### config.mk
export PLATFORM = sky130hd
export DESIGN_NAME = mlm_core_exec
export DESIGN_NICKNAME = d
export VERILOG_FILES = /design/src/rtl/mlm_pkg.sv /design/src/rtl/mlm_dec_if.sv /design/src/rtl/mlm_decoder.sv /design/src/rtl/mlm_core_exec.sv
export SDC_FILE = /design/constraint.sdc
export NUM_CORES = 1
export LEC_CHECK = 0
export ABC_AREA = 1
export BUFFER_PORTS_ARGS = -buffer_cell sky130_fd_sc_hd__buf_2
export CORE_MARGIN = 4
export CORE_UTILIZATION = 41
export CTS_CLUSTER_SIZE = 14
export DETAILED_ROUTE_END_ITERATION = 10
export PLACE_DENSITY = 0.64
export REMOVE_ABC_BUFFERS = 1
export SETUP_SLACK_MARGIN = 0.3
export SKIP_LAST_GASP = 1
export SYNTH_ARGS = -nofsm -noshare
export SYNTH_HDL_FRONTEND = slang
export SYNTH_SLANG_ARGS = --single-unit
### constraint.sdc
create_clock -name sys_clk -period 4.5 [get_ports sys_clk]
set_clock_uncertainty 0.15 [all_clocks]
set_input_delay 1.35 -clock sys_clk [delete_from_list [all_inputs] [get_ports sys_clk]]
set_output_delay 1.35 -clock sys_clk [all_outputs]
set_load 0.05 [all_outputs]
### src/rtl/mlm_pkg.sv
/*
  Constants shared by the literal-move and literal-multiply execution logic.
  Assumes a 12-bit data address space and a 4-bit bank select value.
*/
// Summary of operation
// - Load literal into working register, flags kept
// - Store working register into addressed file location
// - File field reaches any byte of bank
// - Bank bit zero selects fixed access bank
// - Bank bit one takes bank select register
// - Extended set, bank bit zero, low offsets use indexed addressing
// - Unsigned 16-bit product, working register unchanged
// - High byte upper product, low byte lower
// - Multiply leaves every status flag alone
// - Zero product raises no zero flag
package mlm_pkg;

  // ==========================================================
  // Widths
  localparam int ADDR_W = 12;                   // Data address width
  localparam int BANK_W = 4;                    // Bank select width

  // ==========================================================
  // Opcode fields
  localparam logic [7:0] OPC_LOAD  = 8'h0e;     // Upper byte, literal load
  localparam logic [7:0] OPC_MUL   = 8'h0d;     // Upper byte, literal multiply
  localparam logic [6:0] OPC_STORE = 7'h37;     // Upper seven bits, store
  localparam int         BANK_BIT  = 8;         // Position of bank bit

  // ==========================================================
  // Addressing constants
  localparam logic [7:0]        ILO_LIMIT     = 8'h5f; // Highest indexed offset
  localparam logic [7:0]        ACCESS_SPLIT  = 8'h80; // Access bank upper half
  localparam logic [BANK_W-1:0] ACCESS_LO_BNK = 4'h0;  // Lower half bank
  localparam logic [BANK_W-1:0] ACCESS_HI_BNK = 4'hf;  // Upper half bank

  // ==========================================================
  // Reset values
  localparam logic [7:0]  W_RESET    = 8'h00;   // Working register
  localparam logic [15:0] PROD_RESET = 16'h0000; // Product pair

  // Execution phases of one instruction cycle
  typedef enum logic [2:0] {PH_IDLE, PH_DECODE, PH_READ, PH_PROCESS, PH_WRITE} mlm_phase_t;

endpackage

### src/rtl/mlm_dec_if.sv
/*
  Carrier between the execution core and its opcode decoder.
  Assumes purely combinational decode on the core clock.
*/
`timescale 1ns/100ps
interface mlm_dec_if;
  logic [15:0] instr;     // Instruction word under decode
  logic        isLoad;    // Literal load opcode
  logic        isStore;   // Store working opcode
  logic        isMul;     // Literal multiply opcode
  logic        bankBit;   // Access/bank selector bit
  logic [7:0]  operand;   // Literal or file field

  modport dec
  (
    input  instr,
    output isLoad,
    output isStore,
    output isMul,
    output bankBit,
    output operand
  );
  modport core
  (
    output instr,
    input  isLoad,
    input  isStore,
    input  isMul,
    input  bankBit,
    input  operand
  );
endinterface

### src/rtl/mlm_decoder.sv
/*
  Opcode decoder for the three literal/store instructions.
  Assumes the instruction word is stable while decoded.
*/
`timescale 1ns/100ps
module mlm_decoder
(
  // Decode carrier
  mlm_dec_if.dec dif
);

  // ==========================================================
  // Opcode matching
  // Compare upper byte against a fixed opcode
  function automatic logic matchByte(input logic [15:0] w, input logic [7:0] opc);
    matchByte = (w[15:8] == opc);
  endfunction

  assign dif.isLoad  = matchByte(dif.instr, mlm_pkg::OPC_LOAD);
  assign dif.isMul   = matchByte(dif.instr, mlm_pkg::OPC_MUL);
  assign dif.isStore = (dif.instr[15:9] == mlm_pkg::OPC_STORE);
  assign dif.bankBit = dif.instr[mlm_pkg::BANK_BIT];
  // Low byte is literal or file offset alike
  assign dif.operand = dif.instr[7:0];

endmodule

### src/rtl/mlm_core_exec.sv
/*
  Execution of literal load, working-register store and literal multiply.
  Each accepted instruction runs four phases: decode, read, process, write.
  Assumes instrValid and the core inputs come from logic on sys_clk, so
  they are not synchronised. Only one instruction is in flight at a time.
*/
`timescale 1ns/100ps
module mlm_core_exec
(
  // Clock and reset
  input  wire logic                       sys_clk,
  input  wire logic                       arst_n,
  // Instruction fetch side
  input  wire logic                       instrValid,
  input  wire logic [15:0]                instrWord,
  // Core context
  input  wire logic [mlm_pkg::BANK_W-1:0] bankSelect,
  input  wire logic                       extSetEnable,
  input  wire logic [mlm_pkg::ADDR_W-1:0] indexBase,
  // Architectural registers
  output logic      [7:0]                 working,
  output logic      [7:0]                 productHigh,
  output logic      [7:0]                 productLow,
  // Data memory write port
  output logic                            memWrEn,
  output logic      [mlm_pkg::ADDR_W-1:0] memWrAddr,
  output logic      [7:0]                 memWrData,
  // Sequencing
  output logic                            busy,
  output logic                            done
);

  // ==========================================================
  // Declarations
  mlm_pkg::mlm_phase_t phase;                       // Current phase
  mlm_pkg::mlm_phase_t next_phase;                  // Next phase
  logic [15:0]                instrReg;             // Captured instruction
  logic                       opLoad;               // Decoded load
  logic                       opStore;              // Decoded store
  logic                       opMul;                // Decoded multiply
  logic                       opBank;               // Decoded bank bit
  logic [7:0]                 opField;              // Decoded low byte
  logic [7:0]                 operandA;             // Working value read
  logic [15:0]                product;              // Processed product
  logic [mlm_pkg::ADDR_W-1:0] storeAddr;            // Processed address
  logic                       accept;               // New instruction taken
  logic                       useIndexed;           // Indexed offset mode
  logic [mlm_pkg::ADDR_W-1:0] accessAddr;           // Access bank address
  logic [mlm_pkg::ADDR_W-1:0] next_addr;            // Address being formed
  logic [15:0]                next_product;         // Product being formed

  mlm_dec_if dif ();                                // Decoder carrier

  // ==========================================================
  // Decoder
  assign dif.instr = instrReg;

  mlm_decoder u_dec
  (
    .dif (dif.dec)
  );

  // ==========================================================
  // Combinational datapath
  assign accept = instrValid && (phase == mlm_pkg::PH_IDLE);

  // Indexed mode only with extended set on, bank bit clear and a low offset
  assign useIndexed = !opBank && extSetEnable && (opField <= mlm_pkg::ILO_LIMIT);

  // Access bank splits into bottom of bank 0 and top of last bank
  assign accessAddr = (opField >= mlm_pkg::ACCESS_SPLIT) ?
                      {mlm_pkg::ACCESS_HI_BNK, opField} :
                      {mlm_pkg::ACCESS_LO_BNK, opField};

  // Whole 8-bit field is the offset inside the chosen bank, or is added to indexBase in indexed mode
  assign next_addr = opBank     ? {bankSelect, opField} :
                     useIndexed ? mlm_pkg::ADDR_W'(indexBase + 12'(opField)) :
                                  accessAddr;

  // Unsigned product needs no sign handling and cannot overflow 16 bits
  assign next_product = 16'(operandA) * 16'(opField);

  // ==========================================================
  // Phase sequencing
  // Four phases per instruction, then back to idle
  always_comb
  begin
    next_phase = phase;
    case (phase)
      mlm_pkg::PH_IDLE:    next_phase = accept ? mlm_pkg::PH_DECODE : mlm_pkg::PH_IDLE;
      mlm_pkg::PH_DECODE:  next_phase = mlm_pkg::PH_READ;
      mlm_pkg::PH_READ:    next_phase = mlm_pkg::PH_PROCESS;
      mlm_pkg::PH_PROCESS: next_phase = mlm_pkg::PH_WRITE;
      mlm_pkg::PH_WRITE:   next_phase = mlm_pkg::PH_IDLE;
      default:             next_phase = mlm_pkg::PH_IDLE;
    endcase
  end

  // Phase register
  always_ff @(posedge sys_clk or negedge arst_n)
  begin
    if (!arst_n)
      phase <= mlm_pkg::PH_IDLE;
    else
      phase <= next_phase;
  end

  // Capture the instruction word when taken
  always_ff @(posedge sys_clk or negedge arst_n)
  begin
    if (!arst_n)
      instrReg <= 16'h0000;
    else if (accept)
      instrReg <= instrWord;
  end

  // ==========================================================
  // Decode phase: latch decoded kind and field
  always_ff @(posedge sys_clk or negedge arst_n)
  begin
    if (!arst_n)
    begin
      opLoad  <= 1'b0;
      opStore <= 1'b0;
      opMul   <= 1'b0;
      opBank  <= 1'b1;
      opField <= 8'h00;
    end
    else if (phase == mlm_pkg::PH_DECODE)
    begin
      // Unknown opcodes decode to nothing and run as no-operation
      opLoad  <= dif.isLoad;
      opStore <= dif.isStore;
      opMul   <= dif.isMul;
      opBank  <= dif.bankBit;
      opField <= dif.operand;
    end
  end

  // ==========================================================
  // Read and process phases
  always_ff @(posedge sys_clk or negedge arst_n)
  begin
    if (!arst_n)
    begin
      operandA  <= 8'h00;
      product   <= mlm_pkg::PROD_RESET;
      storeAddr <= '0;
    end
    else
    begin
      // Read the working register for store and multiply
      if (phase == mlm_pkg::PH_READ)
        operandA <= working;
      if (phase == mlm_pkg::PH_PROCESS)
      begin
        product   <= next_product;
        storeAddr <= next_addr;
      end
    end
  end

  // ==========================================================
  // Write phase: destinations update only here
  // No status flag logic exists here; zero products are not flagged
  always_ff @(posedge sys_clk or negedge arst_n)
  begin
    if (!arst_n)
      working <= mlm_pkg::W_RESET;
    else if (phase == mlm_pkg::PH_WRITE && opLoad)
      working <= opField;
  end

  // Product pair split into its two bytes
  always_ff @(posedge sys_clk or negedge arst_n)
  begin
    if (!arst_n)
    begin
      productHigh <= mlm_pkg::PROD_RESET[15:8];
      productLow  <= mlm_pkg::PROD_RESET[7:0];
    end
    else if (phase == mlm_pkg::PH_WRITE && opMul)
    begin
      productHigh <= product[15:8];
      productLow  <= product[7:0];
    end
  end

  // Memory write strobe, one cycle per store
  always_ff @(posedge sys_clk or negedge arst_n)
  begin
    if (!arst_n)
    begin
      memWrEn   <= 1'b0;
      memWrAddr <= '0;
      memWrData <= 8'h00;
    end
    else
    begin
      memWrEn <= (phase == mlm_pkg::PH_WRITE) && opStore;
      if (phase == mlm_pkg::PH_WRITE && opStore)
      begin
        memWrAddr <= storeAddr;
        memWrData <= operandA;
      end
    end
  end

  // Busy across the four phases, done on completion
  always_ff @(posedge sys_clk or negedge arst_n)
  begin
    if (!arst_n)
    begin
      busy <= 1'b0;
      done <= 1'b0;
    end
    else
    begin
      busy <= (next_phase != mlm_pkg::PH_IDLE);
      done <= (phase == mlm_pkg::PH_WRITE);
    end
  end
endmodule

Yosys cells after proc, flatten, opt, wreduce, memory -nomap -nowiden
Index checks and enable logic that the tools add are counted.
Widths: inputs -> output; s select.
{ "op_classes": {"n_eq_ne": 7, "mux": 5, "add_sub_neg": 1, "n_reduce_logical": 9, "n_lt_le_gt_ge": 2, "n_mul": 1} }
{ "op_table": {"columns": ["op", "count"], "rows": [
  ["$mux 12", 3],
  ["$eq 8x4->1 const B", 2],
  ["$mul 8x8->16", 1],
  ["$add 12x8->12", 1],
  ["$pmux 3 s4", 1],
  ["$ge 8x8->1 const B", 1],
  ["$le 8x7->1 const B", 1],
  ["$eq 7x6->1 const B", 1],
  ["$eq 3x2->1 const B", 2],
  ["$logic_and 1x1->1", 6],
  ["$eq 3x1->1 const B", 1],
  ["$eq 3x3->1 const B", 1],
  ["$logic_not 3->1", 1],
  ["$reduce_bool 3->1", 1],
  ["$logic_not 1->1", 1],
  ["$mux 1", 1]
]} }
{ "word_totals": {"out_inout_bits": 47, "input_bits": 36, "ff_bits": 114} }

Longest topological paths before layout
Gate-level depths: netlist (run 1).
{ "logic_depth": {"ltp_word": 5, "ltp_mapped": 19, "mapped_depth_nobuf": 18} }

Cells and area by module
A second synthesis (run 1) with hierarchy kept.
{ "hier_totals": {"hier_cells": 862, "area_unflattened_um2": 7298.2} }
{ "by_module_without_submodules": {"columns": ["module", "seq_area_each_um2", "cells_each", "area_each_um2", "n_inst"], "rows": [
  ["mlm_core_exec", 2854.0, 838, 7158.1, 1],
  ["mlm_decoder", 0.0, 24, 140.1, 1]
]} }

Worst setup path before layout (run 1)
Ideal clock, no wire load.
{ "synth_path": {"path_kind": "flip-flop to flip-flop", "startpoint": "reg opField[7]", "endpoint": "reg product[14]", "required_ns": 4.224, "path_slack_ns": 0.230, "setup_ns": 0.126, "stages_incl_launch_ff": 17, "synth_period_minus_slack_ns": 4.270, "t_arrival_ns": 3.994, "path_cell_list": "dfrtp_1 -> clkbuf_1 -> nand2_1 -> fa_1 -> fa_1 -> inv_1 -> fa_1 -> inv_1 -> fa_1 -> inv_1 -> ha_1 -> a21oi_2 -> nor2_1 -> o21ai_1 -> nand4_1 -> nand3_1 -> o21ai_0"} }
{ "synth_between": {"elab_chain_cells": 1} }
{ "synth_rtl": {"columns": ["element", "line", "text"], "rows": [
  ["from (decl)", "mlm_core_exec.sv:42", "logic [7:0] opField;"],
  ["from (signal assigned)", "mlm_core_exec.sv:136", "opField <= dif.operand;"],
  ["$mul 8x8->16", "mlm_core_exec.sv:81", "assign next_product = 16'(operandA) * 16'(opField);"],
  ["to (signal assigned)", "mlm_core_exec.sv:147", "product <= mlm_pkg::PROD_RESET;"],
  ["to (signal assigned)", "mlm_core_exec.sv:157", "product <= next_product;"],
  ["to (decl)", "mlm_core_exec.sv:44", "logic [15:0] product;"]
]} }
Every way passes these cells.
A chain may end at the register's enable or synchronous reset.

Worst setup path in the final report (run 1)
{ "layout_path": {"startpoint": "reg opField[3]", "endpoint": "reg product[14]"} }
The elaborated chain is that of the path after synthesis.

==> results of run 1 <==
==> logic make-up after synthesis <==
logic type,Yosys count
buf+inv,220
mux,13
xor+xnor,12
flops,114
fa+ha+maj,81
simple gates,339
compound gates,114
==> routing by layer <==
metal / up-vias / share of wire / GRT usage
met3: 24 / 0.052 / 0.0340
met2: 156 / 0.47 / 0.281
met5: - / 0 / 0
met1: 2755 / 0.46 / 0.238
met4: 0 / 0.015 / 0.0510
li1: 2947 / - / -
==> synth_stat cells (5+ instances only) <==
master / number
sky130_fd_sc_hd__mux2_2: 13
sky130_fd_sc_hd__buf_2: 10
sky130_fd_sc_hd__clkbuf_1: 18
sky130_fd_sc_hd__ha_1: 44
sky130_fd_sc_hd__inv_2: 5
sky130_fd_sc_hd__xor2_1: 8
sky130_fd_sc_hd__o21ai_1: 14
sky130_fd_sc_hd__nand3_1: 33
sky130_fd_sc_hd__nor2_1: 51
sky130_fd_sc_hd__dfrtp_1: 113
sky130_fd_sc_hd__inv_1: 180
sky130_fd_sc_hd__a21oi_1: 38
sky130_fd_sc_hd__fa_1: 37
sky130_fd_sc_hd__o21ai_0: 45
sky130_fd_sc_hd__nand2_1: 234
sky130_fd_sc_hd__nand4_1: 10
==> sequential cells by signal, summed over array words and instances (netlist names), 12 cells and up <==
register	cells
dif.instr	16
product	16
memWrAddr	12
storeAddr	12
==> power by group through the flow <==
stage | Sequential, mW | Combinational [mW] | Clock (mW)
2_1_floorplan | 1.49 | 0.923 | 0
3_3_place_gp | 1.47 | 1.39 | 0
3_5_place_dp | 1.48 | 1.40 | 0
4_1_cts | 1.46 | 1.41 | 1.39
5_1_grt | 1.46 | 1.82 | 1.45
6_report | 1.43 | 1.61 | 1.37
==> timing repair <==
item / 4_1_cts / 5_1_grt
endpoints found under the hold margin: 0 / 0
hold buffers: 0 / 0
pin swaps: 0 / 7
buffers inserted: 0 / 28
gates resized for setup: 10 / 26
setup endpoints to repair: 7 / 8
==> critical path, stage by stage, from the launching register on <==
cell and delay (ps):
sky130_fd_sc_hd__dfrtp_2 450, sky130_fd_sc_hd__clkbuf_2 170, sky130_fd_sc_hd__nand2_1 80, sky130_fd_sc_hd__inv_1 50, sky130_fd_sc_hd__fa_1 430, sky130_fd_sc_hd__fa_1 500, sky130_fd_sc_hd__fa_1 480, sky130_fd_sc_hd__inv_1 50
sky130_fd_sc_hd__fa_1 520, sky130_fd_sc_hd__inv_1 60, sky130_fd_sc_hd__ha_4 250, sky130_fd_sc_hd__a21oi_2 180, sky130_fd_sc_hd__nor2_1 90, sky130_fd_sc_hd__o21ai_1 160, sky130_fd_sc_hd__nand4_1 110, sky130_fd_sc_hd__nand3_1 90
sky130_fd_sc_hd__o21ai_0 70
==> layout make-up <==
type                       instances  area [um^2]  share of cell area
tap                              225          282              0.0319
clock buffer                      21          470              0.0532
sequential                       114         2870               0.325
inverter                         185          694              0.0786
clock inverter                    10          133              0.0150
timing repair buffer             123          717              0.0811
multi-input combinational        559         3670               0.415
==> how the worst min path moves through the flow <==
stage	cells after the start	to	slack (ps)	from
final	1	opStore	310	dif.instr[12]
after global routing	1	opStore	320	dif.instr[15]
after CTS	1	opStore	310	dif.instr[12]
after detailed placement	1	opStore	300	dif.instr[12]
after global placement	1	opStore	290	dif.instr[12]
after floorplan	1	opStore	280	dif.instr[15]
==> metrics by stage <==
step,util,total power [mW],std cells,setup WS [ps],instance area (um^2)
finish,0.509,4.41,1237,449,8840
global route,0.509,4.73,1237,271,8840
CTS,0.491,4.27,1209,295,8520
detailed placement,0.455,2.87,1178,205,7900
global placement,0.455,2.86,1178,251,7900
floorplan,-,2.42,858,324,7110
==> results_dict.tcl, run 1 <==
set metrics [dict create \
    outcome "finished clean" \
    timing_max_transition_violations_final 0 \
    ys.warnings.count 0 \
    worst_ep_arrival_time_ps 4180 \
    vdd_drop_max_v 0.000334 \
    max_clock_freq_ghz 0.247 \
    track_usage 0.174 \
    routed_via_density 4.76 \
    ctsHtreeMaxLevel 4 \
    synthToLayoutAreaGrowth_pct 21.2 \
    yosys.area_share.adder 0.177 \
    worst-slew-pin-transition_ps 1010 \
    logic_pwr_share 0.365 \
    clk_transition_reported_paths_ps 50 \
    crit_path_start_kind "flip-flop" \
    antenna_cells 0 \
    drc_marker_count_from_the_first_detailed_route_iteration 421 \
    routedWlPerCell_um 13.6 \
    first_pass_grt_wire_length_mm 28.1 \
    crit_path_max_fanout 6 \
    timing_hold_violations_final 0 \
    max-clock-path-buffers 2 \
    synth_sequential_area_ratio 0.391 \
    postSynth.topFlopCell "sky130_fd_sc_hd__dfrtp_1" \
    tritoncts_num_sinks 114 \
    post_synth_xor_area_fraction 0.0144 \
    r2r.worst_path.cells 16 \
    internal_power_mw 2.78 \
    syn_area_per_cell_um2 8.16 \
    most_common_cell_after_layout_fill_and_taps_aside "sky130_fd_sc_hd__nand2_1" \
    synth_compound_area_frac 0.0855 \
    mappedNetlistArea_um2 7290 \
    final_nets 1117 \
    sequentialPowerShare 0.325 \
    slew_headroom 0.322 \
    timing.hold.worst.class "flip-flop to flip-flop" \
    detail-route-antenna-nets 0 \
    remaining_drc_errors 0 \
    grt.overflow.total 0 \
    drv.max_cap_violation_count 0 \
    largest_area_contributor_in_the_netlist "sky130_fd_sc_hd__dfrtp_1" \
    worst_ep_required_time_ps 4630 \
    placementRows 48 \
    layout_common_cells "sky130_fd_sc_hd__nand2_1 (233), sky130_fd_sc_hd__inv_1 (180), sky130_fd_sc_hd__dfrtp_1 (101), sky130_fd_sc_hd__buf_2 (81), sky130_fd_sc_hd__nor2_1 (50)" \
    cp_class "flip-flop to flip-flop" \
    io_pins 83 \
    total_net_switching_power_mw 1.63 \
    rr_endpoint "product[14]" \
    port_buffer_count 82 \
    via_count 5882 \
    cp-end-kind "flip-flop" \
    yosys-top-cells-area "sky130_fd_sc_hd__dfrtp_1 (39%), sky130_fd_sc_hd__nand2_1 (12%), sky130_fd_sc_hd__fa_1 (10%)" \
    ys_seq_elements 114 \
    first_global_vias 5733 \
    grt_setup_unrepaired "true" \
    min_period_ps 4050 \
    core_um2 17400 \
    report.final.setup_viol 0 \
    power.density_cell_area_nw_per_um2 499 \
    fill_cell_instance_count_of_the_final_layout 1649 \
    synth_simple_gate_area_frac 0.191 \
    period_share 0.900 \
    routed_wl_mm 16.8 \
    finalSetupTns_ps 0 \
    floorplan.initialDensity 0.420 \
    numCtsBuffers 17 \
    floorplan.die.height_um 141 \
    synth_enable_flop_cells 0 \
    clkLatencyLatePin_ps 420 \
    tritoncts "yes" \
    synthCells 893 \
    synth_cell_types 37 \
    first_pass_iters 5 \
    fp.dieArea_um2 20000 \
    detailedPlacementHpwl_mm 12.3 \
    dominant_combinational_cell_family_by_area_after_synthesis "simple AND/OR/NAND/NOR gates" \
    grt_antenna_before_repair 0 \
    place.gp.congestion 0.852 \
    yosysTopAreaCellShare 0.388 \
    timing.critical_path.from "opField[3]" \
    synth_async_sr_flop_share 1.00 \
    cts-root-buf "sky130_fd_sc_hd__clkbuf_16" \
    worst-r2r-setup-slack_ps 450 \
    floorplan.die.width_um 141 \
    grt_max_degree 57 \
    netSwitchingFraction 0.370 \
    setup.worst_path.end "product[14]" \
    critical_path.reg2reg.startpoint "opField[3]" \
    static-leakage-power_nw 5.12 \
    layout-drive-gt1-share 0.211 \
    muxShareOfSynthArea 0.0201 \
    power_frac_clock 0.310 \
    worst_hold_slack_ps 311 \
]
(Power assumes the default switching activity.)
==> run 2, diff against run 1 <==
--- a/config.mk
+++ b/config.mk
@@ -11,8 +11,8 @@
 export CORE_UTILIZATION = 41
 export CTS_CLUSTER_SIZE = 14
 export DETAILED_ROUTE_END_ITERATION = 10
-export PLACE_DENSITY = 0.64
-export REMOVE_ABC_BUFFERS = 1
+export HOLD_SLACK_MARGIN = 0.08
+export PLACE_DENSITY = 0.6
 export SETUP_SLACK_MARGIN = 0.3
 export SKIP_LAST_GASP = 1
 export SYNTH_ARGS = -nofsm -noshare
==> results_dict.tcl, run 2 (same netlist as run 1, synthesis figures left out) <==
set metrics [dict create \
    max_clock_freq_ghz 0.247 \
    drv.max_cap_violation_count 0 \
    first_global_vias 5830 \
    worst_hold_slack_ps 310 \
    critPathBufInv 4 \
    grtUsageMet1 0.257 \
    globalRoute.busiestLayer "met2" \
    most_common_cell_after_layout_fill_and_taps_aside "sky130_fd_sc_hd__nand2_1" \
    detail-route-antenna-nets 0 \
    period_share 0.901 \
    synthToLayoutAreaGrowth_pct 22.3 \
    floorplan.die.width_um 141 \
    worst-r2r-setup-slack_ps 440 \
    tritoncts_num_sinks 114 \
    detailedPlacementHpwl_mm 12.6 \
    max-clock-path-buffers 2 \
    min_path_cells 1 \
    floorplan.die.height_um 141 \
    timing.hold.worst.start "dif.instr[12]" \
    io_pins 83 \
    first_pass_grt_wire_length_mm 29.0 \
    critical_path.top_delay_family "adder cells" \
    finalPower_mw 4.42 \
    final_nets 1112 \
    timing_hold_violations_final 0 \
    global_route.usage.met3 0.0421 \
    routed_via_density 4.74 \
    detailedPlace.worstSlack_ps 181 \
    cp_class "flip-flop to flip-flop" \
    worst_ep_arrival_time_ps 4200 \
    remaining_drc_errors 0 \
    crit_path_start_kind "flip-flop" \
    layout-drive-gt1-share 0.228 \
    crit_path_max_fanout 7 \
    layout_common_cells "sky130_fd_sc_hd__nand2_1 (227), sky130_fd_sc_hd__inv_1 (179), sky130_fd_sc_hd__dfrtp_1 (101), sky130_fd_sc_hd__buf_2 (81), sky130_fd_sc_hd__nor2_1 (44)" \
    critical_path.reg2reg.startpoint "opField[3]" \
    min_period_ps 4060 \
    clkLatencyLatePin_ps 420 \
    worstPathCellList "buf_4, nand2_1, inv_1, fa_1, fa_1, ha_1, inv_1, fa_1, inv_1, ha_1, a21oi_1, nand2_1, nand2_1, o21ai_2, xnor2_1, o21ai_2" \
    static-leakage-power_nw 5.13 \
    grt_antenna_before_repair 0 \
    track_usage 0.183 \
    cts-root-buf "sky130_fd_sc_hd__clkbuf_16" \
    slew_headroom 0.478 \
    core_um2 17400 \
    vdd_drop_max_v 0.000303 \
    cp-end-kind "flip-flop" \
    cpMaxStageDelayCell "sky130_fd_sc_hd__fa_1" \
    first_pass_iters 5 \
    finalSetupTns_ps 0 \
    power.density_cell_area_nw_per_um2 496 \
    r2r.worst_path.cells 16 \
    cp_num_cells 16 \
    grt_max_degree 61 \
    floorplan.initialDensity 0.420 \
    postLayoutSetupSlackWorst_ps 444 \
    report.final.setup_viol 0 \
    numCtsBuffers 17 \
    grt_setup_unrepaired "true" \
    fp.dieArea_um2 20000 \
    via_count 5849 \
    routedWlPerCell_um 14.2 \
    rr_endpoint "product[8]" \
    tritoncts "yes" \
    hold_path_end "opStore" \
    port_buffer_count 82 \
    antenna_cells 0 \
    grt.overflow.total 0 \
    ctsHtreeMaxLevel 4 \
    slowest_delay_ps 520 \
    worst-slew-pin-transition_ps 784 \
    timing_max_transition_violations_final 0 \
    placementRows 48 \
    drc_marker_count_from_the_first_detailed_route_iteration 337 \
    global_route.usage.met2 0.282 \
    place.gp.congestion 0.883 \
    hold_buffers 0 \
    clk_transition_reported_paths_ps 60 \
    worst_ep_required_time_ps 4640 \
    routed_wl_mm 17.5 \
    outcome "finished clean" \
    timing.hold.worst.class "flip-flop to flip-flop" \
    synth_nets 1010 \
]
[run 2: final cells by class]
| class | count | area, um^2 |
|---|---|---|
| fill | 1680 | 8440 |
| multi-input combinational | 559 | 3770 |
| sequential | 114 | 2870 |
| timing repair buffer | 118 | 696 |
| inverter | 185 | 694 |
| clock buffer | 17 | 425 |
| tap | 225 | 282 |
| clock inverter | 15 | 174 |
[run 2: per-layer routing]
metal,part of all wire,routed length [um]
met1,0.49,8630
met2,0.45,7870
met3,0.040,691
met4,0.015,265
met5,0,0
[run 2: how the worst max path moves through the flow]
stage | slack [ps] | startpoint | endpoint
floorplan | 320 | opField[6] | product[14]
global placement | 160 | operandA[3] | product[15]
detailed placement | 180 | operandA[3] | product[9]
CTS | 300 | opField[7] | product[14]
global route | 250 | opField[3] | product[8]
finish | 440 | opField[3] | product[8]
[run 2: metrics by stage]
stage | instance area, um^2 | std cells | utilization
finish | 8910 | 1233 | 0.514
global placement | 7910 | 1178 | 0.456
floorplan | 7290 | 893 | -
global route | 8910 | 1233 | 0.514
detailed placement | 7910 | 1178 | 0.456
CTS | 8620 | 1220 | 0.496
[run 2: timing repair]
| item | in CTS | in global routing |
|---|---|---|
| resized for setup | 15 | 44 |
| pin swaps | 1 | 22 |
| setup buffers | 10 | 13 |
| setup endpoints to repair | 7 | 8 |
[run 2: report_power, final]
part           total [mW]  switching [mW]  internal, mW
sequential           1.46           0.187          1.27
clock                1.39           0.553         0.832
combinational        1.58            1.00         0.580
